**src/hdl/host_port_map.svh**
```systemverilog
// Purpose: offsets, field positions and timing counts of the host memory port
// Assumes: 200 MHz processor clock
// Notes:   definitions only
`ifndef HOST_PORT_MAP_SVH
`define HOST_PORT_MAP_SVH
`define HP_CTRL_ADDR        14'h3fe0
`define HP_CTRL_RESET       16'h0000
`define HP_OVL_FLAG_BIT     15
`define HP_MEMSEL_BIT       14
`define HP_ADDR_MSB         13
`define HP_OVL_MSB          7
`define HP_MMR_BASE         14'h3fe0
`define HP_MODE_HOST_BOOT   3'h5
`define HP_MODE_SETTLE      2'h2
`define HP_PM_WORD_W        24
`endif

```
**src/hdl/host_port_pkg.sv**
```systemverilog
// Purpose: shared types for the host memory port
// Assumes: nothing
// Notes:   constants live in host_port_map.svh
package host_port_pkg;
    typedef struct packed {
        logic        memsel;
        logic [13:0] addr;
    } start_addr_t;

    typedef struct packed {
        logic        req;
        logic        we;
        logic        memsel;
        logic [13:0] addr;
        logic [23:0] wdata;
    } mem_req_t;

    typedef enum logic [3:0] {
        ST_IDLE = 4'b0001,
        ST_SYNC = 4'b0010,
        ST_ACC  = 4'b0100,
        ST_DONE = 4'b1000
    } port_state_t;
endpackage

```
**src/hdl/strobe_sync.sv**
```systemverilog
// Purpose: two-flop synchroniser for a group of asynchronous pin levels
// Assumes: one clock
// Notes:   first stage is read only by the second stage
`timescale 1ns/1ps
`default_nettype none
module strobe_sync #(
    parameter int W = 1
) (
    input  wire logic         mclk_i,
    input  wire logic         reset_i,
    input  wire logic [W-1:0] async_i,
    output logic      [W-1:0] sync_o
);
    logic [W-1:0] meta_q;

    always_ff @(posedge mclk_i or posedge reset_i) begin
        if (reset_i) begin
            meta_q <= '0;
            sync_o <= '0;
        end else begin
            meta_q <= async_i;
            sync_o <= meta_q;
        end
    end
endmodule
`default_nettype wire

```
**src/hdl/host_memory_port.sv**
```systemverilog
// Purpose: host port into on-chip program and data memory, multiplexed 16-bit bus
// Assumes: strobes are active-high levels from the pins (inverted outside if needed)
// Notes:   core memory is a simple one-cycle request/response port
//
// Functional notes
// [RULE1] host accesses never reach memory-mapped control registers
// [RULE2] latch with bit 15 set takes bits 7:0 as overlay; host zeroes 14:8
// [RULE3] latch with bit 15 clear takes 13:0 as address, bit 14 memory type
// [RULE4] 16-bit shared bus still moves 24-bit program words in two halves
// [RULE5] host strobes are asynchronous; core keeps running during writes
// [RULE6] latched address increments after every completed access
// [RULE7] host drives address and memory type only while acknowledge is asserted
// [RULE8] address captured on falling edge of address latch enable
// [RULE9] one cycle synchronising, one more performing the memory access
// [RULE10] host checks acknowledge before a transfer and after each one
// [RULE11] start address register mapped in data memory for the core
// [RULE12] host cannot read back the latched address; reads return memory
// [RULE13] mode pins C=1 B=0 A=1 at reset select boot through this port
// [RULE14] in that boot, execution waits for a host write to program word 0
// [RULE15] acknowledge drops while an access is pending, returns on completion
// [RULE16] host strobes pass two flip-flops before any logic uses them
`timescale 1ns/1ps
`default_nettype none
`include "host_port_map.svh"
module host_memory_port (
    input  wire logic        mclk_i,
    input  wire logic        reset_i,
    // host pins
    input  wire logic        port_select_i,
    input  wire logic        address_latch_enable_i,
    input  wire logic        host_read_strobe_i,
    input  wire logic        host_write_strobe_i,
    input  wire logic [15:0] host_addr_data_bus_i,
    output logic      [15:0] host_addr_data_bus_o,
    output logic             host_addr_data_bus_oe_o,
    output logic             host_acknowledge_o,
    // boot mode pins {c,b,a}
    input  wire logic [2:0]  boot_mode_i,
    // core register access to the start address register
    input  wire logic        core_reg_we_i,
    input  wire logic        core_reg_re_i,
    input  wire logic [13:0] core_reg_addr_i,
    input  wire logic [15:0] core_reg_wdata_i,
    output logic      [15:0] core_reg_rdata_o,
    // on-chip memory port
    output logic             mem_req_o,
    output logic             mem_we_o,
    output logic             mem_memsel_o,
    output logic      [13:0] mem_addr_o,
    output logic      [23:0] mem_wdata_o,
    input  wire logic [23:0] mem_rdata_i,
    output logic      [7:0]  overlay_selection_o,
    output logic             core_hold_o
);
    // ------------------------------------------------------------
    // synchronisers
    // ------------------------------------------------------------
    logic [3:0]  strobes_s;
    logic [15:0] bus_s;
    logic [2:0]  mode_s;
    strobe_sync #(.W(4)) u_sync_strb (
        .mclk_i  (mclk_i),
        .reset_i (reset_i),
        .async_i ({port_select_i, address_latch_enable_i,
                   host_read_strobe_i, host_write_strobe_i}),
        .sync_o  (strobes_s)
    ); // see [RULE5] see [RULE16]
    strobe_sync #(.W(16)) u_sync_bus (
        .mclk_i  (mclk_i),
        .reset_i (reset_i),
        .async_i (host_addr_data_bus_i),
        .sync_o  (bus_s)
    );
    strobe_sync #(.W(3)) u_sync_mode (
        .mclk_i  (mclk_i),
        .reset_i (reset_i),
        .async_i (boot_mode_i),
        .sync_o  (mode_s)
    );

    logic sel_s, ale_s, rd_s, wr_s;
    assign sel_s = strobes_s[3];
    assign ale_s = strobes_s[2];
    assign rd_s  = strobes_s[1];
    assign wr_s  = strobes_s[0];

    logic ale_prev_q, rd_prev_q, wr_prev_q;
    always_ff @(posedge mclk_i or posedge reset_i) begin
        if (reset_i) begin
            ale_prev_q <= 1'b0;
            rd_prev_q  <= 1'b0;
            wr_prev_q  <= 1'b0;
        end else begin
            ale_prev_q <= ale_s;
            rd_prev_q  <= rd_s & sel_s;
            wr_prev_q  <= wr_s & sel_s;
        end
    end
    logic ale_fall, rd_rise, wr_rise;
    assign ale_fall = ale_prev_q & ~ale_s & sel_s; // see [RULE8]
    assign rd_rise  = rd_s & sel_s & ~rd_prev_q;
    assign wr_rise  = wr_s & sel_s & ~wr_prev_q;

    // ------------------------------------------------------------
    // start address / overlay register
    // ------------------------------------------------------------
    host_port_pkg::start_addr_t start_q;
    logic [7:0] ovl_q;
    logic       half_q;   // 1 after the first half of a program word
    logic [15:0] hi_q;    // upper 16 bits of a program word being written
    logic       incr;
    logic       core_hit;
    assign core_hit = (core_reg_addr_i == `HP_CTRL_ADDR); // see [RULE11]

    always_ff @(posedge mclk_i or posedge reset_i) begin
        if (reset_i) begin
            start_q <= '0;
            ovl_q   <= 8'h00;
        end else if (ale_fall) begin
            if (bus_s[`HP_OVL_FLAG_BIT]) begin
                ovl_q <= bus_s[`HP_OVL_MSB:0]; // see [RULE2]
            end else begin
                start_q.memsel <= bus_s[`HP_MEMSEL_BIT]; // see [RULE3]
                start_q.addr   <= bus_s[`HP_ADDR_MSB:0];
            end
        end else if (core_reg_we_i && core_hit) begin
            if (core_reg_wdata_i[`HP_OVL_FLAG_BIT]) begin
                ovl_q <= core_reg_wdata_i[`HP_OVL_MSB:0];
            end else begin
                start_q.memsel <= core_reg_wdata_i[`HP_MEMSEL_BIT];
                start_q.addr   <= core_reg_wdata_i[`HP_ADDR_MSB:0];
            end
        end else if (incr) begin
            start_q.addr <= start_q.addr + 14'h0001; // see [RULE6]
        end
    end

    always_ff @(posedge mclk_i or posedge reset_i) begin
        if (reset_i) begin
            core_reg_rdata_o <= `HP_CTRL_RESET;
        end else if (core_reg_re_i && core_hit) begin
            core_reg_rdata_o <= {1'b0, start_q.memsel, start_q.addr};
        end else begin
            core_reg_rdata_o <= 16'h0000;
        end
    end

    // ------------------------------------------------------------
    // access sequencer
    // ------------------------------------------------------------
    host_port_pkg::port_state_t state_q;
    logic pend_we_q;
    logic [15:0] wdata_q;
    logic blocked;
    // data-space control registers sit at the top of data memory
    assign blocked = ~start_q.memsel && (start_q.addr >= `HP_MMR_BASE); // see [RULE1]

    always_ff @(posedge mclk_i or posedge reset_i) begin
        if (reset_i) begin
            state_q   <= host_port_pkg::ST_IDLE;
            pend_we_q <= 1'b0;
            wdata_q   <= 16'h0000;
        end else begin
            case (state_q)
                host_port_pkg::ST_IDLE: begin
                    if (rd_rise || wr_rise) begin
                        pend_we_q <= wr_rise;
                        wdata_q   <= bus_s;
                        state_q   <= host_port_pkg::ST_SYNC; // see [RULE9]
                    end
                end
                host_port_pkg::ST_SYNC: state_q <= host_port_pkg::ST_ACC;
                host_port_pkg::ST_ACC:  state_q <= host_port_pkg::ST_DONE;
                host_port_pkg::ST_DONE: state_q <= host_port_pkg::ST_IDLE;
                default:                state_q <= host_port_pkg::ST_IDLE;
            endcase
        end
    end

    // program words move as upper 16 bits then lower 8 bits; address steps after both
    logic last_half;
    assign last_half = ~start_q.memsel | half_q; // see [RULE4]
    assign incr = (state_q == host_port_pkg::ST_ACC) && last_half;

    always_ff @(posedge mclk_i or posedge reset_i) begin
        if (reset_i) begin
            half_q <= 1'b0;
            hi_q   <= 16'h0000;
        end else if (ale_fall) begin
            half_q <= 1'b0;
        end else if (state_q == host_port_pkg::ST_ACC && start_q.memsel) begin
            half_q <= ~half_q;
            if (!half_q) begin
                hi_q <= wdata_q;
            end
        end
    end

    always_ff @(posedge mclk_i or posedge reset_i) begin
        if (reset_i) begin
            mem_req_o    <= 1'b0;
            mem_we_o     <= 1'b0;
            mem_memsel_o <= 1'b0;
            mem_addr_o   <= 14'h0000;
            mem_wdata_o  <= 24'h000000;
        end else begin
            // a pm write only commits once both halves have arrived
            mem_req_o    <= (state_q == host_port_pkg::ST_SYNC) && !blocked &&
                            (!pend_we_q || last_half || !start_q.memsel);
            mem_we_o     <= pend_we_q && (state_q == host_port_pkg::ST_SYNC);
            mem_memsel_o <= start_q.memsel;
            mem_addr_o   <= start_q.addr;
            mem_wdata_o  <= start_q.memsel ? {hi_q, wdata_q[7:0]} : {8'h00, wdata_q};
        end
    end

    // read data: host sees memory only, never the latched address
    always_ff @(posedge mclk_i or posedge reset_i) begin
        if (reset_i) begin
            host_addr_data_bus_o <= 16'h0000;
        end else if (state_q == host_port_pkg::ST_DONE && !pend_we_q) begin
            if (!start_q.memsel) begin
                host_addr_data_bus_o <= mem_rdata_i[15:0]; // see [RULE12]
            end else if (half_q) begin
                host_addr_data_bus_o <= mem_rdata_i[23:8];
            end else begin
                host_addr_data_bus_o <= {8'h00, mem_rdata_i[7:0]};
            end
        end
    end

    always_ff @(posedge mclk_i or posedge reset_i) begin
        if (reset_i) begin
            host_addr_data_bus_oe_o <= 1'b0;
        end else begin
            host_addr_data_bus_oe_o <= sel_s & rd_s & (state_q == host_port_pkg::ST_IDLE);
        end
    end

    always_ff @(posedge mclk_i or posedge reset_i) begin
        if (reset_i) begin
            host_acknowledge_o <= 1'b1;
        end else begin
            host_acknowledge_o <= (state_q == host_port_pkg::ST_IDLE) &&
                                  !rd_rise && !wr_rise; // see [RULE15] see [RULE10]
        end
    end

    // ------------------------------------------------------------
    // boot through the host port
    // ------------------------------------------------------------
    logic [1:0] mode_wait_q;
    logic       mode_taken_q;
    // the mode pins only hold their true level once through the synchroniser
    always_ff @(posedge mclk_i or posedge reset_i) begin
        if (reset_i) begin
            mode_wait_q  <= 2'h0;
            mode_taken_q <= 1'b0;
            core_hold_o  <= 1'b0;
        end else if (!mode_taken_q) begin
            if (mode_wait_q == `HP_MODE_SETTLE) begin
                mode_taken_q <= 1'b1;
                core_hold_o  <= (mode_s == `HP_MODE_HOST_BOOT); // see [RULE13]
            end else begin
                mode_wait_q <= mode_wait_q + 2'h1;
            end
        end else if (mem_req_o && mem_we_o && mem_memsel_o && mem_addr_o == 14'h0000) begin
            core_hold_o <= 1'b0; // see [RULE14]
        end
    end

    assign overlay_selection_o = ovl_q;

    // ------------------------------------------------------------
    // assertions
    // ------------------------------------------------------------
    AST_SYNC_THEN_ACC: assert property (@(posedge mclk_i) disable iff (reset_i)
        state_q == host_port_pkg::ST_SYNC |=> state_q == host_port_pkg::ST_ACC) // see [RULE9]
        else $error("sync not followed by access");
    AST_ACK_LOW_PENDING: assert property (@(posedge mclk_i) disable iff (reset_i)
        (state_q != host_port_pkg::ST_IDLE) |=> !host_acknowledge_o) // see [RULE15]
        else $error("acknowledge high during access");
    AST_INCR: assert property (@(posedge mclk_i) disable iff (reset_i)
        incr && !ale_fall && !(core_reg_we_i && core_hit)
        |=> start_q.addr == $past(start_q.addr) + 14'h0001) // see [RULE6]
        else $error("address did not increment");
    AST_NO_MMR: assert property (@(posedge mclk_i) disable iff (reset_i)
        mem_req_o |-> (mem_memsel_o || mem_addr_o < `HP_MMR_BASE)) // see [RULE1]
        else $error("control register reached from host");
    AST_LATCH_ADDR: assert property (@(posedge mclk_i) disable iff (reset_i)
        ale_fall && !bus_s[15] |=> start_q.addr == $past(bus_s[13:0])) // see [RULE3]
        else $error("start address not latched");
    AST_LATCH_OVL: assert property (@(posedge mclk_i) disable iff (reset_i)
        ale_fall && bus_s[15] |=> ovl_q == $past(bus_s[7:0])) // see [RULE2]
        else $error("overlay not latched");
    AST_REQ_TIMING: assert property (@(posedge mclk_i) disable iff (reset_i)
        (state_q == host_port_pkg::ST_IDLE) && wr_rise && !blocked
        |-> ##2 (mem_req_o || start_q.memsel)) // see [RULE9]
        else $error("memory access not two cycles after strobe");
    AST_HOLD_RELEASE: assert property (@(posedge mclk_i) disable iff (reset_i)
        mode_taken_q && mem_req_o && mem_we_o && mem_memsel_o && mem_addr_o == 14'h0000
        |=> !core_hold_o) // see [RULE14]
        else $error("hold not released by write to word 0");
    AST_REG_ONLY_CORE: assert property (@(posedge mclk_i) disable iff (reset_i)
        !core_reg_re_i |=> core_reg_rdata_o == 16'h0000) // see [RULE12]
        else $error("register readable without core read");
    COV_WRITE: cover property (@(posedge mclk_i) disable iff (reset_i)
        mem_req_o && mem_we_o);
    COV_READ: cover property (@(posedge mclk_i) disable iff (reset_i)
        mem_req_o && !mem_we_o);
    COV_BOOT: cover property (@(posedge mclk_i) disable iff (reset_i)
        $fell(core_hold_o));
endmodule
`default_nettype wire

```
**config.mk**
```make
export PLATFORM = sky130hd
export DESIGN_NAME = host_memory_port
export DESIGN_NICKNAME = d
export VERILOG_FILES = /design/src/hdl/host_port_pkg.sv /design/src/hdl/strobe_sync.sv /design/src/hdl/host_memory_port.sv
export VERILOG_INCLUDE_DIRS = /design/src /design/src/hdl
export SDC_FILE = /design/constraint.sdc
export NUM_CORES = 1
export LEC_CHECK = 0
export ABC_CLOCK_PERIOD_IN_PS = 5700
export BUFFER_PORTS_ARGS = -buffer_cell sky130_fd_sc_hd__buf_2
export CORE_UTILIZATION = 25
export DETAILED_ROUTE_END_ITERATION = 8
export GPL_TIMING_DRIVEN = 0
export PLACE_DENSITY = 0.48
export SYNTH_ARGS = -nofsm -noshare
export SYNTH_HDL_FRONTEND = slang
export SYNTH_SLANG_ARGS = --single-unit
```
**constraint.sdc**
```tcl
create_clock -name mclk_i -period 5.7 [get_ports mclk_i]
set_input_delay 0.57 -clock mclk_i [delete_from_list [all_inputs] [get_ports mclk_i]]
set_output_delay 0.57 -clock mclk_i [all_outputs]
set_load 0.02 [all_outputs]
```
==> results.py <==
metrics = {
    "job": {
        "drv_cap": 0,
    },
    "yosys": {
        "ys.flop_type": "dfrtp_1",
        "synthTopCellsByCount": "186 x dfrtp_1, 49 x nand2_1, 34 x mux2_2, 31 x o21ai_0",
        "yosys.area.top_type": "dfrtp_1",
        "syn_avg_cell_area_um2": 13.1,
        "synth_edf_count": 0,
        "ys_types": 62,
        "ys_seq_area_share_pct": 66.5,
        "netlist_instances": 539,
        "netlist_area_um2": 7080,
        "synth_top_area_share_pct": 65.8,
        "syn-num-nets": 623,
        "async_flop_share_pct": 100,
        "yosysWarnings": 0,
        "synth_seq_cells": 188,
        "yosysMostFrequentCell": "dfrtp_1",
        "synth_area_leaders": "dfrtp_1 66%, mux2_2 5.4%, nand2_1 2.6%",
    },
    "setup_path": {
        "crit_type": "reg -> reg",
        "startpoint": "u_sync_strb.sync_o[3]$_DFF_PP0_",
        "r2r-start": "u_sync_strb.sync_o[3]$_DFF_PP0_",
        "crit_end": "start_q[0]$_DFFE_PP0P_",
        "crit_path_max_incr_delay_ps": 530,
        "crit_fanout": 10,
        "ff2ff_path_depth": 6,
        "required_ps": 6050,
        "cp-start-kind": "flop",
        "cp_data_arrival_time_ps": 2800,
        "r2r_end": "start_q[0]$_DFFE_PP0P_",
        "path_buf_inv": 3,
        "r2r_slack_ps": 3250,
        "crit_family": "buffers and inverters",
        "worstPathCellList": "and3b_1 -> clkbuf_1 -> clkbuf_1 -> clkbuf_1 -> o21ai_0 -> a22oi_1",
        "crit_path_end_kind": "flop",
        "slowest_stage": "clkbuf_1",
        "cpMostUsedCell": "clkbuf_1",
        "worst-path-stages": 6,
    },
    "route": {
        "drc": 0,
        "routed-via-count": 4773,
        "routedWlPerCell_um": 16.9,
        "dr.pass1.iters": 4,
        "postRouteAntennaNets": 0,
        "vias_per_cell": 4.29,
        "wl_mm": 18.8,
        "drt_iter0_drc": 277,
    },
    "clocking": {
        "clock_sinks": 188,
        "cts_buffer_depth": 2,
        "numCtsBuffers": 17,
        "cts-root-buf": "clkbuf_16",
        "htree_levels": 4,
        "post_cts_buffers": 0,
        "ctsResizeCount": 0,
        "tritoncts": "done",
        "clkTransAtPathRegs_ps": 80,
        "worstSkewPairLatency_ps": 430,
        "cts_hold_buf": 0,
    },
    "sta": {
        "fin_skew_ps": 15.4,
        "min_period_ps": 2450,
        "final.setup.worst_slack_ps": 3250,
        "slew_headroom_pct": 54.1,
        "rsz0062_at_grt": "false",
        "hold_viol_final": 0,
        "maxSlewViolCount": 0,
        "max_freq_mhz": 409,
        "fin_crit_sh_pct": 42.9,
        "setup_viol_count_final": 0,
        "holdWs_ps": 172,
        "fin_setup_tns_ps": 0,
        "worst_pin_slew_ps": 688,
    },
    "power_and_ir_drop": {
        "p_clk_share_pct": 29.1,
        "combPwrFrac_pct": 24.0,
        "pwr-share-seq_pct": 47.0,
        "switching_share_pct": 33.9,
        "ir_drop_mv": 0.153,
        "switching_power_uw": 1430,
        "p_int_uw": 2780,
        "p_leak_uw": 0.00435,
        "powerDensity_nw_per_um2": 467,
    },
    "floorplan": {
        "chipWidth_um": 170,
        "die-area_um2": 29000,
        "rows": 61,
        "die-height_um": 170,
        "start_util_pct": 25.5,
        "core_um2": 27800,
        "ios": 165,
    },
    "cells_and_area": {
        "antenna_cells": 0,
        "drive_gt1_share_pct": 35.8,
        "fin_nets": 806,
        "num-fill-cells": 2864,
        "final_util_pct": 32.4,
        "area_growth_pct": 27.3,
    },
    "grt": {
        "grt_pass1_wl_mm": 28.5,
        "grt_max_degree": 125,
        "grt.overflow.total": 0,
        "antenna_found_initial": 1,
        "track_usage_pct": 13.4,
        "grt_pass1_vias": 4673,
    },
    "placement": {
        "place.gp.congestion": 0.775,
        "place_ws_ps": 3010,
        "dp_hpwl_mm": 13.5,
        "port_buffers": 163,
    },
    "hold_path": {
        "hold_class": "in -> async",
    },
    "status": {
        "status": "complete, no violations",
    },
}
==> layer usage <==
layer  part of all wire, %  up-vias  GRT usage [%]
met5                 0.043        -              0
met1                    48     2386           19.4
met3                   5.1       14           3.21
li1                      -     2242              -
met2                    46      129           20.1
met4                  0.93        2           3.29
==> layout by cell type (no fill, tap or decap), types with 9 or more instances in the layout <==
cell type / synthesis / routed
and2_1: 26 / 26
nor2b_1: 9 / 9
nor2_1: 26 / 26
nand2_1: 49 / 49
mux2i_1: 12 / 12
dfrtp_1: 186 / 186
inv_1: 13 / 12
buf_2: 2 / 165
clkbuf_16: 0 / 17
mux2_2: 34 / 34
a21oi_1: 13 / 13
a31oi_1: 10 / 10
mux2_4: 10 / 10
o21ai_0: 31 / 31
clkbuf_1: 15 / 15
==> cell type report <==
class	instances	area, µm²	area share [%]
sequential	188	4710	52.2
multi-input combinational	315	2190	24.3
timing repair buffer	164	843	9.36
tap	378	473	5.25
clock buffer	18	439	4.87
clock inverter	14	173	1.92
buffer	23	128	1.42
inverter	13	56.3	0.625
==> through the flow <==
step,power [µW],area (µm²),instances
final,4210,9010,1113
after global routing,4470,9010,1113
after CTS,4290,9010,1113
after detailed placement,3030,8400,1081
after global placement,3020,8370,1080
after floorplan,2600,7080,539
==> sequential cells by signal, summed over array words and instances (netlist names), 8 cells and up <==
signal                cells
start_q                  15
u_sync_bus.sync_o        16
wdata_q                  16
mem_addr_o               14
host_addr_data_bus_o     16
mem_wdata_o              24
overlay_selection_o       8
u_sync_bus.meta_q        16
hi_q                     16
core_reg_rdata_o         15
==> cells by family after synthesis <==
kind of cell	share of synthesized area [%]
other	0.0530
AO/OA/AOI/OAI	7.39
multiplexers	9.55
flip-flops	66.5
AND/OR/NAND/NOR	12.4
adder cells (fa/ha/maj)	0.530
XOR/XNOR	1.11
buffers and inverters	2.49
==> power groups by stage <==
| stage | registers (µW) | logic, µW | clock network, µW |
|---|---|---|---|
| global route | 2040 | 1100 | 1330 |
| floorplan | 2130 | 462 | 0 |
| CTS | 1990 | 1030 | 1270 |
| global placement | 2010 | 1010 | 0 |
| detailed placement | 2010 | 1020 | 0 |
| finish | 1980 | 1010 | 1220 |
==> worst min path at each step <==
stage                                                       to  slack (ps)  cells after the start
after floorplan                 u_sync_bus.sync_o[0]$_DFF_PP0_         330                      0
after global placement          u_sync_bus.sync_o[2]$_DFF_PP0_         330                      0
after detailed placement        u_sync_bus.sync_o[5]$_DFF_PP0_         330                      0
after CTS                 host_addr_data_bus_o[14]$_DFFE_PP0P_         180                      2
after global routing                       rd_prev_q$_DFF_PP0_         180                      2
final                                      rd_prev_q$_DFF_PP0_         170                      2
Power figures use the tool's default switching activity.
